==> src/logic/frha_regs.vh <==
// What this block does
// Low sixteen address bits in address-low register
// Upper four address bits in control bits 3..0
// Select 0 routes to ROM, 1 to flash
// Same select picks configuration download source
// Writing strobe 1 stores data byte
// Data byte at 15..8, reads back store; while a store write runs the code returns data_byte_r instead
// User software leaves these fields alone
// Download-mode bits stored, no effect
// Set fields before strobe, hold until done
`ifndef FRHA_REGS_VH
`define FRHA_REGS_VH
`define FRHA_ADDR_LOW_OFS 12'h000
`define FRHA_CONTROL_OFS 12'h004
`define FRHA_ADDR_LOW_LSB 0
`define FRHA_ADDR_LOW_MSB 15
`define FRHA_ADDR_HIGH_LSB 0
`define FRHA_ADDR_HIGH_MSB 3
`define FRHA_SELECT_BIT 4
`define FRHA_WRITE_BIT 5
`define FRHA_DLMODE_LSB 6
`define FRHA_DLMODE_MSB 7
`define FRHA_DATA_LSB 8
`define FRHA_DATA_MSB 15
`define FRHA_ADDR_LOW_RST 16'h0000
`define FRHA_ADDR_HIGH_RST 4'h0
`define FRHA_DATA_RST 8'h00
`define FRHA_DLMODE_RST 2'h0
`define FRHA_SELECT_RST 1'b0
`define FRHA_RESP_OKAY 2'b00
`define FRHA_RESP_SLVERR 2'b10
`define FRHA_STROBE_NS 16
`define FRHA_CLK_NS 8
`endif

==> src/logic/frha_store_port.v <==
`timescale 1ns/1ps
// Drives the store strobes: a read enable held high after reset, even during a write pulse of fixed length
module frha_store_port #(
   parameter STROBE_CYCLES = 2
) (
   // Clock and reset
   input wire aclk,
   input wire aresetn,
   // Request
   input wire write_start,
   output wire busy,
   // Store pins
   output reg store_write_en_r,
   output reg store_read_en_r
);
   reg [7:0] count_r;

   assign busy = store_write_en_r;

   always @(posedge aclk) begin
      if (!aresetn) begin
         store_write_en_r <= 1'b0;
         store_read_en_r <= 1'b0;
         count_r <= 8'h00;
      end else begin
         store_read_en_r <= 1'b1;
         if (write_start && !store_write_en_r) begin
            store_write_en_r <= 1'b1;
            count_r <= STROBE_CYCLES[7:0];
         end else if (store_write_en_r) begin
            if (count_r == 8'h01) begin
               store_write_en_r <= 1'b0;
            end
            count_r <= count_r - 8'h01;
         end
      end
   end
endmodule // frha_store_port

==> src/logic/frha_top.v <==
// Implementation choices: the AXI4-Lite slave port and the placing of the registers.
`timescale 1ns/1ps
`include "frha_regs.vh"
module frha_top #(
   parameter ADDR_W = 12
) (
   // Clock and reset
   input wire aclk,
   input wire aresetn,
   // AXI4-Lite write address
   input wire [ADDR_W-1:0] s_axi_awaddr,
   input wire s_axi_awvalid,
   output wire s_axi_awready,
   // AXI4-Lite write data
   input wire [31:0] s_axi_wdata,
   input wire [3:0] s_axi_wstrb,
   input wire s_axi_wvalid,
   output wire s_axi_wready,
   // AXI4-Lite write response
   output reg [1:0] s_axi_bresp,
   output reg s_axi_bvalid,
   input wire s_axi_bready,
   // AXI4-Lite read address
   input wire [ADDR_W-1:0] s_axi_araddr,
   input wire s_axi_arvalid,
   output wire s_axi_arready,
   // AXI4-Lite read data
   output reg [31:0] s_axi_rdata,
   output reg [1:0] s_axi_rresp,
   output reg s_axi_rvalid,
   input wire s_axi_rready,
   // Shared store address and data
   output wire [19:0] store_addr,
   output wire [7:0] store_wdata,
   input wire [7:0] rom_rdata,
   input wire [7:0] flash_rdata,
   // ROM strobes
   output wire rom_read_en,
   output wire rom_write_en,
   // Flash strobes
   output wire flash_read_en,
   output wire flash_write_en,
   // Configuration download source, 1 for flash
   output wire config_from_flash,
   // Store write in progress
   output wire store_busy
);
   localparam STROBE_CYCLES = (`FRHA_STROBE_NS + `FRHA_CLK_NS - 1) / `FRHA_CLK_NS;

   reg [15:0] store_address_low_r;
   reg [3:0] store_address_high_r;
   reg store_select_r;
   reg [1:0] download_mode_reserved_r;
   reg [7:0] data_byte_r;
   reg [ADDR_W-1:0] awaddr_r;
   reg [31:0] wdata_r;
   reg [3:0] wstrb_r;
   reg aw_held_r;
   reg w_held_r;
   reg [7:0] rom_sync1_r;
   reg [7:0] rom_sync2_r;
   reg [7:0] flash_sync1_r;
   reg [7:0] flash_sync2_r;
   reg write_start_r;
   wire write_en_w;
   wire read_en_w;
   wire do_write;
   wire [7:0] selected_rdata;

   function [31:0] frha_read_word;
      input [ADDR_W-1:0] addr;
      input [15:0] low;
      input [15:0] ctrl;
      begin
         frha_read_word = 32'h00000000;
         if (addr == `FRHA_ADDR_LOW_OFS) begin
            frha_read_word = {16'h0000, low};
         end else if (addr == `FRHA_CONTROL_OFS) begin
            frha_read_word = {16'h0000, ctrl};
         end
      end
   endfunction

   function mapped;
      input [ADDR_W-1:0] addr;
      begin
         mapped = (addr == `FRHA_ADDR_LOW_OFS) || (addr == `FRHA_CONTROL_OFS);
      end
   endfunction

   // Write channels are held independently and taken in any order
   assign s_axi_awready = !aw_held_r && !s_axi_bvalid;
   assign s_axi_wready = !w_held_r && !s_axi_bvalid;
   assign do_write = aw_held_r && w_held_r && !s_axi_bvalid;
   assign s_axi_arready = !s_axi_rvalid;

   assign store_addr = {store_address_high_r, store_address_low_r};
   assign store_wdata = data_byte_r;
   assign rom_write_en = write_en_w && !store_select_r;
   assign flash_write_en = write_en_w && store_select_r;
   assign rom_read_en = read_en_w && !store_select_r;
   assign flash_read_en = read_en_w && store_select_r;
   assign config_from_flash = store_select_r;
   assign selected_rdata = store_select_r ? flash_sync2_r : rom_sync2_r;

   frha_store_port #(
      .STROBE_CYCLES(STROBE_CYCLES)
   ) u_port (
      .aclk(aclk),
      .aresetn(aresetn),
      .write_start(write_start_r),
      .busy(store_busy),
      .store_write_en_r(write_en_w),
      .store_read_en_r(read_en_w)
   );

   // Store read data crosses from the pins
   always @(posedge aclk) begin
      if (!aresetn) begin
         rom_sync1_r <= 8'h00;
         rom_sync2_r <= 8'h00;
         flash_sync1_r <= 8'h00;
         flash_sync2_r <= 8'h00;
      end else begin
         rom_sync1_r <= rom_rdata;
         rom_sync2_r <= rom_sync1_r;
         flash_sync1_r <= flash_rdata;
         flash_sync2_r <= flash_sync1_r;
      end
   end

   always @(posedge aclk) begin
      if (!aresetn) begin
         aw_held_r <= 1'b0;
         w_held_r <= 1'b0;
         awaddr_r <= {ADDR_W{1'b0}};
         wdata_r <= 32'h00000000;
         wstrb_r <= 4'h0;
         s_axi_bvalid <= 1'b0;
         s_axi_bresp <= `FRHA_RESP_OKAY;
         store_address_low_r <= `FRHA_ADDR_LOW_RST;
         store_address_high_r <= `FRHA_ADDR_HIGH_RST;
         store_select_r <= `FRHA_SELECT_RST;
         download_mode_reserved_r <= `FRHA_DLMODE_RST;
         data_byte_r <= `FRHA_DATA_RST;
         write_start_r <= 1'b0;
      end else begin
         write_start_r <= 1'b0;
         if (s_axi_awvalid && s_axi_awready) begin
            aw_held_r <= 1'b1;
            awaddr_r <= s_axi_awaddr;
         end
         if (s_axi_wvalid && s_axi_wready) begin
            w_held_r <= 1'b1;
            wdata_r <= s_axi_wdata;
            wstrb_r <= s_axi_wstrb;
         end
         if (s_axi_bvalid && s_axi_bready) begin
            s_axi_bvalid <= 1'b0;
         end
         if (do_write) begin
            aw_held_r <= 1'b0;
            w_held_r <= 1'b0;
            s_axi_bvalid <= 1'b1;
            s_axi_bresp <= mapped(awaddr_r) ? `FRHA_RESP_OKAY : `FRHA_RESP_SLVERR;
            if (awaddr_r == `FRHA_ADDR_LOW_OFS) begin
               if (wstrb_r[0]) begin
                  store_address_low_r[7:0] <= wdata_r[7:0];
               end
               if (wstrb_r[1]) begin
                  store_address_low_r[15:8] <= wdata_r[15:8];
               end
            end else if (awaddr_r == `FRHA_CONTROL_OFS) begin
               // Fields frozen while a store write runs
               if (wstrb_r[0] && !store_busy) begin
                  store_address_high_r <= wdata_r[`FRHA_ADDR_HIGH_MSB:`FRHA_ADDR_HIGH_LSB];
                  store_select_r <= wdata_r[`FRHA_SELECT_BIT];
                  download_mode_reserved_r <= wdata_r[`FRHA_DLMODE_MSB:`FRHA_DLMODE_LSB];
                  write_start_r <= wdata_r[`FRHA_WRITE_BIT];
               end
               if (wstrb_r[1] && !store_busy) begin
                  data_byte_r <= wdata_r[`FRHA_DATA_MSB:`FRHA_DATA_LSB];
               end
            end
         end
      end
   end

   // Reads return the stored byte while a store write runs, else the store byte
   always @(posedge aclk) begin
      if (!aresetn) begin
         s_axi_rvalid <= 1'b0;
         s_axi_rdata <= 32'h00000000;
         s_axi_rresp <= `FRHA_RESP_OKAY;
      end else begin
         if (s_axi_rvalid && s_axi_rready) begin
            s_axi_rvalid <= 1'b0;
         end
         if (s_axi_arvalid && s_axi_arready) begin
            s_axi_rvalid <= 1'b1;
            s_axi_rresp <= mapped(s_axi_araddr) ? `FRHA_RESP_OKAY : `FRHA_RESP_SLVERR;
            s_axi_rdata <= frha_read_word(s_axi_araddr, store_address_low_r,
               {(store_busy ? data_byte_r : selected_rdata), download_mode_reserved_r,
                1'b0, store_select_r, store_address_high_r});
         end
      end
   end
endmodule // frha_top

==> config.mk <==
export PLATFORM = sky130hd
export DESIGN_NAME = frha_top
export DESIGN_NICKNAME = d
export VERILOG_FILES = /design/src/logic/frha_store_port.v /design/src/logic/frha_top.v
export VERILOG_INCLUDE_DIRS = /design/src /design/src/logic
export SDC_FILE = /design/constraint.sdc
export NUM_CORES = 1
export LEC_CHECK = 0
export BUFFER_PORTS_ARGS = -buffer_cell sky130_fd_sc_hd__buf_2
export CORE_UTILIZATION = 51
export DETAILED_ROUTE_END_ITERATION = 12
export PLACE_DENSITY = 0.79
export REMOVE_ABC_BUFFERS = 1
export SLEW_MARGIN = 20
export SYNTH_ARGS = -nofsm -noshare
export SYNTH_HDL_FRONTEND = slang
export SYNTH_SLANG_ARGS = --single-unit
export TNS_END_PERCENT = 5
==> constraint.sdc <==
create_clock -name aclk -period 2.2 [get_ports aclk]
set_input_delay 0.44 -clock aclk [delete_from_list [all_inputs] [get_ports aclk]]
set_output_delay 0.44 -clock aclk [all_outputs]
set_load 0.02 [all_outputs]
## Word level (Yosys, flattened, before mapping)

Index checks and enable logic that the tools add are counted.

| operators by class | value |
|---|---|
| bitwise operators | 5 |
| equal/unequal tests | 3 |
| mux-type cells | 16 |
| $add $sub $neg | 1 |
| reductions and logical operators | 36 |

Operators with widths:

| kind | number |
|---|---|
| 16-bit two-way mux | 2 |
| 12-bit by 3-bit == test with 1-bit output, second input constant | 2 |
| 12-bit logical NOT | 2 |
| 1-bit logical AND | 16 |
| 8-bit two-way mux | 2 |
| 8-bit by 1-bit == test with 1-bit output, second input constant | 1 |
| 1-bit two-way mux | 8 |
| 2-bit two-way mux | 4 |
| 4-bit AND reduction | 2 |
| 8-bit by 1-bit subtractor with 8-bit output, second input constant | 1 |
| 1-bit logical NOT | 6 |
| 3-bit AND reduction | 2 |
| 2-bit nonzero test | 3 |
| 1-bit NOT | 5 |
| 5-bit OR reduction | 1 |
| 2-bit OR reduction | 2 |
| 1-bit logical OR | 2 |

| word-level totals | value |
|---|---|
| word-level logic and storage cells | 86 |
| bits in registers | 144 |
| bits of input ports | 83 |
| output and inout bits | 75 |

## Longest topological paths before layout

Gate-level depths: netlist (run 1).

| logic depth | value |
|---|---|
| depth after elaboration | 4 |
| depth in mapped cells | 6 |
| depth with buffers taken out | 6 |

## Cells and area by module

Synthesis (run 1) repeated with hierarchy kept, for this count alone.

| second synthesis, totals | value |
|---|---|
| cells, all modules | 536 |
| area total of the unflattened synthesis | 4974.8 um^2 |

By module, submodules not included:

| module | cells an instance | instances | seq. area each (um^2) | area an instance (um^2) |
|---|---|---|---|---|
| frha_top | 490 | 1 | 2322.2 | 4531.8 |
| frha_store_port | 46 | 1 | 200.2 | 442.9 |

## Worst setup path before layout (run 1)

OpenSTA, ideal clock, no wires.

| path | value |
|---|---|
| path type | reg2out |
| from | register u_port.store_write_en_r, in the netlist u_port.busy |
| to | output rom_write_en |
| buffers on the path | 2 |
| required time | 1.760 ns |
| cell stages (with the launch flop) | 4 |
| path slack | 0.392 ns |
| arrival time | 1.368 ns |
| cell sequence | dfxtp_1 > clkbuf_1 > buf_1 > nor2b_1 |

| on the way | value |
|---|---|
| cells in the longest elaborated chain, start to end | 1 |

Ends and longest elaborated chain:

| what | line | RTL |
|---|---|---|
| start, declared | frha_store_port.v:13 | `output reg store_write_en_r,` |
| start signal, assigned | frha_store_port.v:22 | `store_write_en_r <= 1'b0;` |
| start signal, assigned | frha_store_port.v:28 | `store_write_en_r <= 1'b1;` |
| start signal, assigned | frha_store_port.v:32 | `store_write_en_r <= 1'b0;` |
| 1-bit logical AND | frha_top.v:99 | `assign rom_write_en = write_en_w && !store_select_r;` |
| end, declared | frha_top.v:39 | `output wire rom_write_en,` |

No other way between the ends.

## Worst setup path in the final report (run 1)

Ends and elaborated chain as after synthesis.

==> impl_metrics.ini, run 1 <==
[timing]
rsz0062_at_grt = false
hold_viol = 0
finalSetupViolations = 0
drv_slew = 0
period_needed_ns = 2.03
worst_slew_pin_slew_ns = 0.779
fmax_ghz = 0.492
worst_slack_ns = 0.167
relSlewSlack_pct = 47.9
min_period_over_period_pct = 92.4
setup_tns_ns = 0
skew_ns = 0.00661

[yosys]
yosysSeqAreaShare_pct = 51.0
synthArstFlopShare_pct = 0
synth-seq-cells = 126
post-synth-top-count-cell = nand2_1
syn-cell-area_um2 = 4950
synth_top_area_share_pct = 51.0
yosysTopAreaCell = dfxtp_1
synth_commonest_cells = 129 x nand2_1, 126 x dfxtp_1, 39 x mux2i_1, 35 x and2_1, 31 x a21boi_0
netlist_instances = 536
yosysUniqueCellTypes = 40
synth_edf_count = 0
synthTopCellsByArea = dfxtp_1 51%, nand2_1 9.8%, mux2i_1 7.9%, a21boi_0 4.7%, and2_1 4.4%
synthFlopType = dfxtp_1
ys_warn_count = 0
avgSynthCellArea_um2 = 9.23

[detailed_routing]
dr_total_vias = 3945
drtPass1Iterations = 4
wl_mm = 11.0
antenna_left = 0
wl_per_cell_um = 13.9
drc = 0
first_iter_violations = 137
via_per_inst = 4.96

[floorplan]
ios = 158
dieHeight_um = 101
fp-row-count = 35
start_util_pct = 53.1
fp.coreArea_um2 = 9330
die_area_um2 = 10100
die_w_um = 101

[global_route]
grt_pass1_wl_mm = 17.7
grt_pass1_vias = 3752
antenna_found_initial = 0
grtUsageTotal_pct = 22.9
overflow = 0
grt_max_degree = 60

[critical_path]
worstPathArrival_ns = 1.59
crit_family = flip-flops
max_stage_delay_ns = 0.47
start_kind = flop
worst-path-buf-inv = 2
slowest_stage = dfxtp_2
crit_chain = buf_4 -> nor2b_1 -> buf_2
endpoint_kind = primary output
required_ns = 1.76
worstSetupPathType = flop to primary output
regToRegSetupSlack_ns = 0.34
critPathMaxFanout = 16

[place]
numPortBuffers = 121
place.gp.congestion = 0.742
place_hpwl_mm = 7.29
preCtsSetupSlack_ns = 0.312

[final_layout]
syn_to_final_growth_pct = 26.5
diodes = 0
layout-drive-gt1-share_pct = 26.7
finalNetCount = 738

[clock_network]
clock_latency_ns = 0.51
postCtsSetupBuffers = 0
clk_pin_slew_ns = 0.06
cts.sinks = 126
ctsRootBufferMaster = clkbuf_8
numCtsBuffers = 17
cts_tree = built
htree_levels = 4
max-clock-path-buffers = 2

[outcome]
outcome = complete, no violations

[power]
p_leak_nw = 2.67
power_w = 0.00580
p_per_area_nw_per_um2 = 926
peakVddDrop_v = 0.000492

[flow_run]
maxCapViolations = 0

[worst_hold_path]
holdCritPathClass = input pin to flop
## worst reg2reg max path, stage by stage, from the launching register on
cell     delay, ns
dfxtp_1       0.34
and3b_1       0.29
and4_1        0.29
and3b_1       0.59
mux2i_1       0.27
## registers in the layout, indices dropped and copies added, names as in the netlist, 2 cells and up
name / flops
flash_sync1_r: 8
u_port.count_r: 8
rom_sync1_r: 8
store_address_high_r: 4
download_mode_reserved_r: 2
rom_sync2_r: 8
store_address_low_r: 16
wdata_r: 16
store_wdata: 8
flash_sync2_r: 8
awaddr_r: 12
wstrb_r: 2
s_axi_rdata: 16
## metrics by stage
stage,util [%],hold slack (ns),instances,cell area (µm²)
global route,67.1,0.116,795,6260
finish,67.1,0.130,795,6260
CTS,67.1,0.104,795,6260
detailed placement,60.1,0.417,763,5610
floorplan,-,0.412,502,4740
global placement,60.1,0.414,763,5610
## metal layers
metal	track usage, %	routed length (µm)
met1	26.6	4690
met2	40.3	5600
met3	6.31	621
met4	8.47	125
met5	0	0
## final cells by class
type	instances	area (µm²)
clock inverter	15	235
timing repair buffer	132	703
sequential	126	2520
clock buffer	17	414
multi-input combinational	369	2200
inverter	7	26.3
fill	755	3070
tap	129	161
## cells in the final DEF, fill, tap and decap left out, types with 11 or more instances in the layout
cell	netlist	final
and2_1	35	35
buf_4	18	11
a21boi_0	31	31
dfxtp_1	126	124
nand2_1	129	129
clkbuf_16	0	16
a21oi_1	11	11
o21ai_0	19	19
mux2i_1	39	39
buf_2	7	120
nor2_1	13	13
conb_1	1	18
nor2b_1	13	13
## power by group
group          internal, W  switching [W]  total [W]
combinational     0.000141       0.000225   0.000366
clock              0.00198        0.00105    0.00303
sequential         0.00237      0.0000358    0.00240
## worst paths after layout
check / start / to / depth (start not counted)
setup reg to reg: s_axi_bvalid$_SDFFE_PN0P_ / store_address_low_r[9]$_SDFFE_PN0P_ / 4
hold reg to reg: flash_sync1_r[0]$_SDFF_PN0_ / flash_sync2_r[0]$_SDFF_PN0_ / 1
setup / recovery: u_port.busy$_SDFF_PN0_ / rom_write_en / 3
hold / removal: flash_rdata[7] / flash_sync1_r[7]$_SDFF_PN0_ / 2
## logic make-up after synthesis
family / Yosys count / synth area share [%]
adders and majority gates: 2 / 0.506
buffers and inverters: 58 / 5.94
xor gates and xnor gates: 6 / 1.06
AOI/OAI and AO/OA: 81 / 10.7
other: 1 / 0.0758
muxes: 46 / 9.48
DFF: 126 / 51.0
and+or+nand+nor: 216 / 21.2
## timing repair
action,4_1_cts,5_1_grt
hold buffers,0,0
gates resized for setup,1,1
endpoints found under the setup margin,1,3
pin swaps,0,0
Power figures use the tool's default switching activity.
==> run 2, diff against run 1 <==
--- a/config.mk
+++ b/config.mk
@@ -9,6 +9,7 @@
 export BUFFER_PORTS_ARGS = -buffer_cell sky130_fd_sc_hd__buf_2
 export CORE_UTILIZATION = 51
 export DETAILED_ROUTE_END_ITERATION = 12
+export GPL_TIMING_DRIVEN = 0
 export PLACE_DENSITY = 0.79
 export REMOVE_ABC_BUFFERS = 1
 export SLEW_MARGIN = 20
==> impl_metrics.ini, run 2 (synthesis gave the netlist of run 1 again) <==
[detailed_routing]
first_iter_violations = 122
via_per_inst = 4.93
wl_per_cell_um = 13.4
antenna_left = 0
wl_mm = 10.5
dr_total_vias = 3873
drtPass1Iterations = 4
drc = 0

[timing]
hold_viol = 0
period_needed_ns = 2.04
drv_slew = 0
worst_slew_pin_slew_ns = 0.849
skew_ns = 0.00860
rsz0062_at_grt = false
setup_tns_ns = 0
relSlewSlack_pct = 43.4
hold_ws_ns = 0.125
min_period_over_period_pct = 92.8
finalSetupViolations = 0
fmax_ghz = 0.490

[critical_path]
critPathMaxFanout = 17
required_ns = 2.65
endpoint_kind = flop
worstSetupPathType = flop to flop
reg2reg_from = s_axi_rvalid$_SDFFE_PN0P_
startpoint = s_axi_rvalid$_SDFFE_PN0P_
start_kind = flop
worstPathArrival_ns = 2.49

[global_route]
grtUsageMet2_pct = 36.8
antenna_found_initial = 0
gr-usage-met1_pct = 24.5
overflow = 0
grt_pass1_wl_mm = 16.4
grtUsageTotal_pct = 21.4
grt_max_degree = 70
grt_pass1_vias = 3541
grt.busiest_layer = met2
grtUsageMet3_pct = 6.87

[clock_network]
numCtsBuffers = 17
cts_resized = 2
cts.sinks = 126
hold_buffers = 0
cts_tree = built
htree_levels = 4
clk_pin_slew_ns = 0.06
ctsRootBufferMaster = clkbuf_8
max-clock-path-buffers = 2
postCtsSetupBuffers = 0
clock_latency_ns = 0.52

[final_layout]
layout-drive-gt1-share_pct = 25.5
finalNetCount = 728
final_cell_mix = 129 x nand2_1, 124 x dfxtp_1, 120 x buf_2, 39 x mux2i_1, 35 x and2_1
mostFrequentLayoutCell = nand2_1
syn_to_final_growth_pct = 24.0
diodes = 0
top_regs = s_axi_rdata (16), store_address_low_r (16), wdata_r (16)
fillers = 792

[floorplan]
fp-row-count = 35
die_w_um = 101
die_area_um2 = 10100
start_util_pct = 53.1
ios = 158
fp.coreArea_um2 = 9330
dieHeight_um = 101

[place]
place_hpwl_mm = 7.09
place.gp.congestion = 0.798
numPortBuffers = 121

[power]
p_comb_share_pct = 6.4
p_leak_nw = 2.59
peakVddDrop_v = 0.000587
p_clk_share_pct = 50.4
switchingPower_w = 0.00131
p_per_area_nw_per_um2 = 906
p_int_w = 0.00425
seqPwrFrac_pct = 43.2
switching_share_pct = 23.6
power_w = 0.00556

[outcome]
outcome = complete, no violations

[worst_hold_path]
holdCritPathClass = input pin to flop
min_from = flash_rdata[7]

[flow_run]
maxCapViolations = 0
==> run 2: final timing paths <==
path,cells past startpoint,slack [ns],end
worst max register to register,4,0.16,s_axi_rdata[5]$_SDFFE_PN0P_
worst max-delay path,4,0.16,s_axi_rdata[5]$_SDFFE_PN0P_
worst min register to register,1,0.43,rom_sync2_r[4]$_SDFF_PN0_
worst min-delay path,2,0.13,flash_sync1_r[7]$_SDFF_PN0_
==> run 2: cell type report <==
cell class	count	area (µm²)	share of cell area (%)
Sequential cell	126	2520	41.2
Inverter	7	26.3	0.428
Clock inverter	14	180	2.94
Clock buffer	18	418	6.81
Timing Repair Buffer	122	628	10.2
Tap cell	129	161	2.63
Multi-Input combinational cell	369	2200	35.8
==> run 2: metal layers <==
metal / part of all wire, % / wire length [µm]
met1: 43 / 4480
met2: 51 / 5340
met3: 5.6 / 591
met4: 1.2 / 127
met5: 0 / 0
==> run 2: power by group through the flow <==
stage	clock network [W]	registers (W)	logic, W
CTS	0.00285	0.00240	0.000357
detailed placement	0	0.00245	0.000355
global placement	0	0.00245	0.000344
global route	0.00296	0.00241	0.000394
finish	0.00280	0.00240	0.000354
floorplan	0	0.00246	0.000180
==> run 2: worst max-delay path: stages (launching register included) <==
cell	delay, ns
dfxtp_1	0.35
nand2b_1	0.54
nor4_4	0.76
a32oi_1	0.19
nor2b_1	0.14
==> run 2: metrics by stage <==
stage,worst slack [ns],cell area [µm²],std cells,utilization (%)
2_1_floorplan,0.436,4740,502,-
6_report,0.159,6130,785,65.8
4_1_cts,0.136,6130,785,65.8
3_5_place_dp,0.0397,5530,753,59.3
3_3_place_gp,-0.481,5510,752,59.1
5_1_grt,0.0488,6130,785,65.8
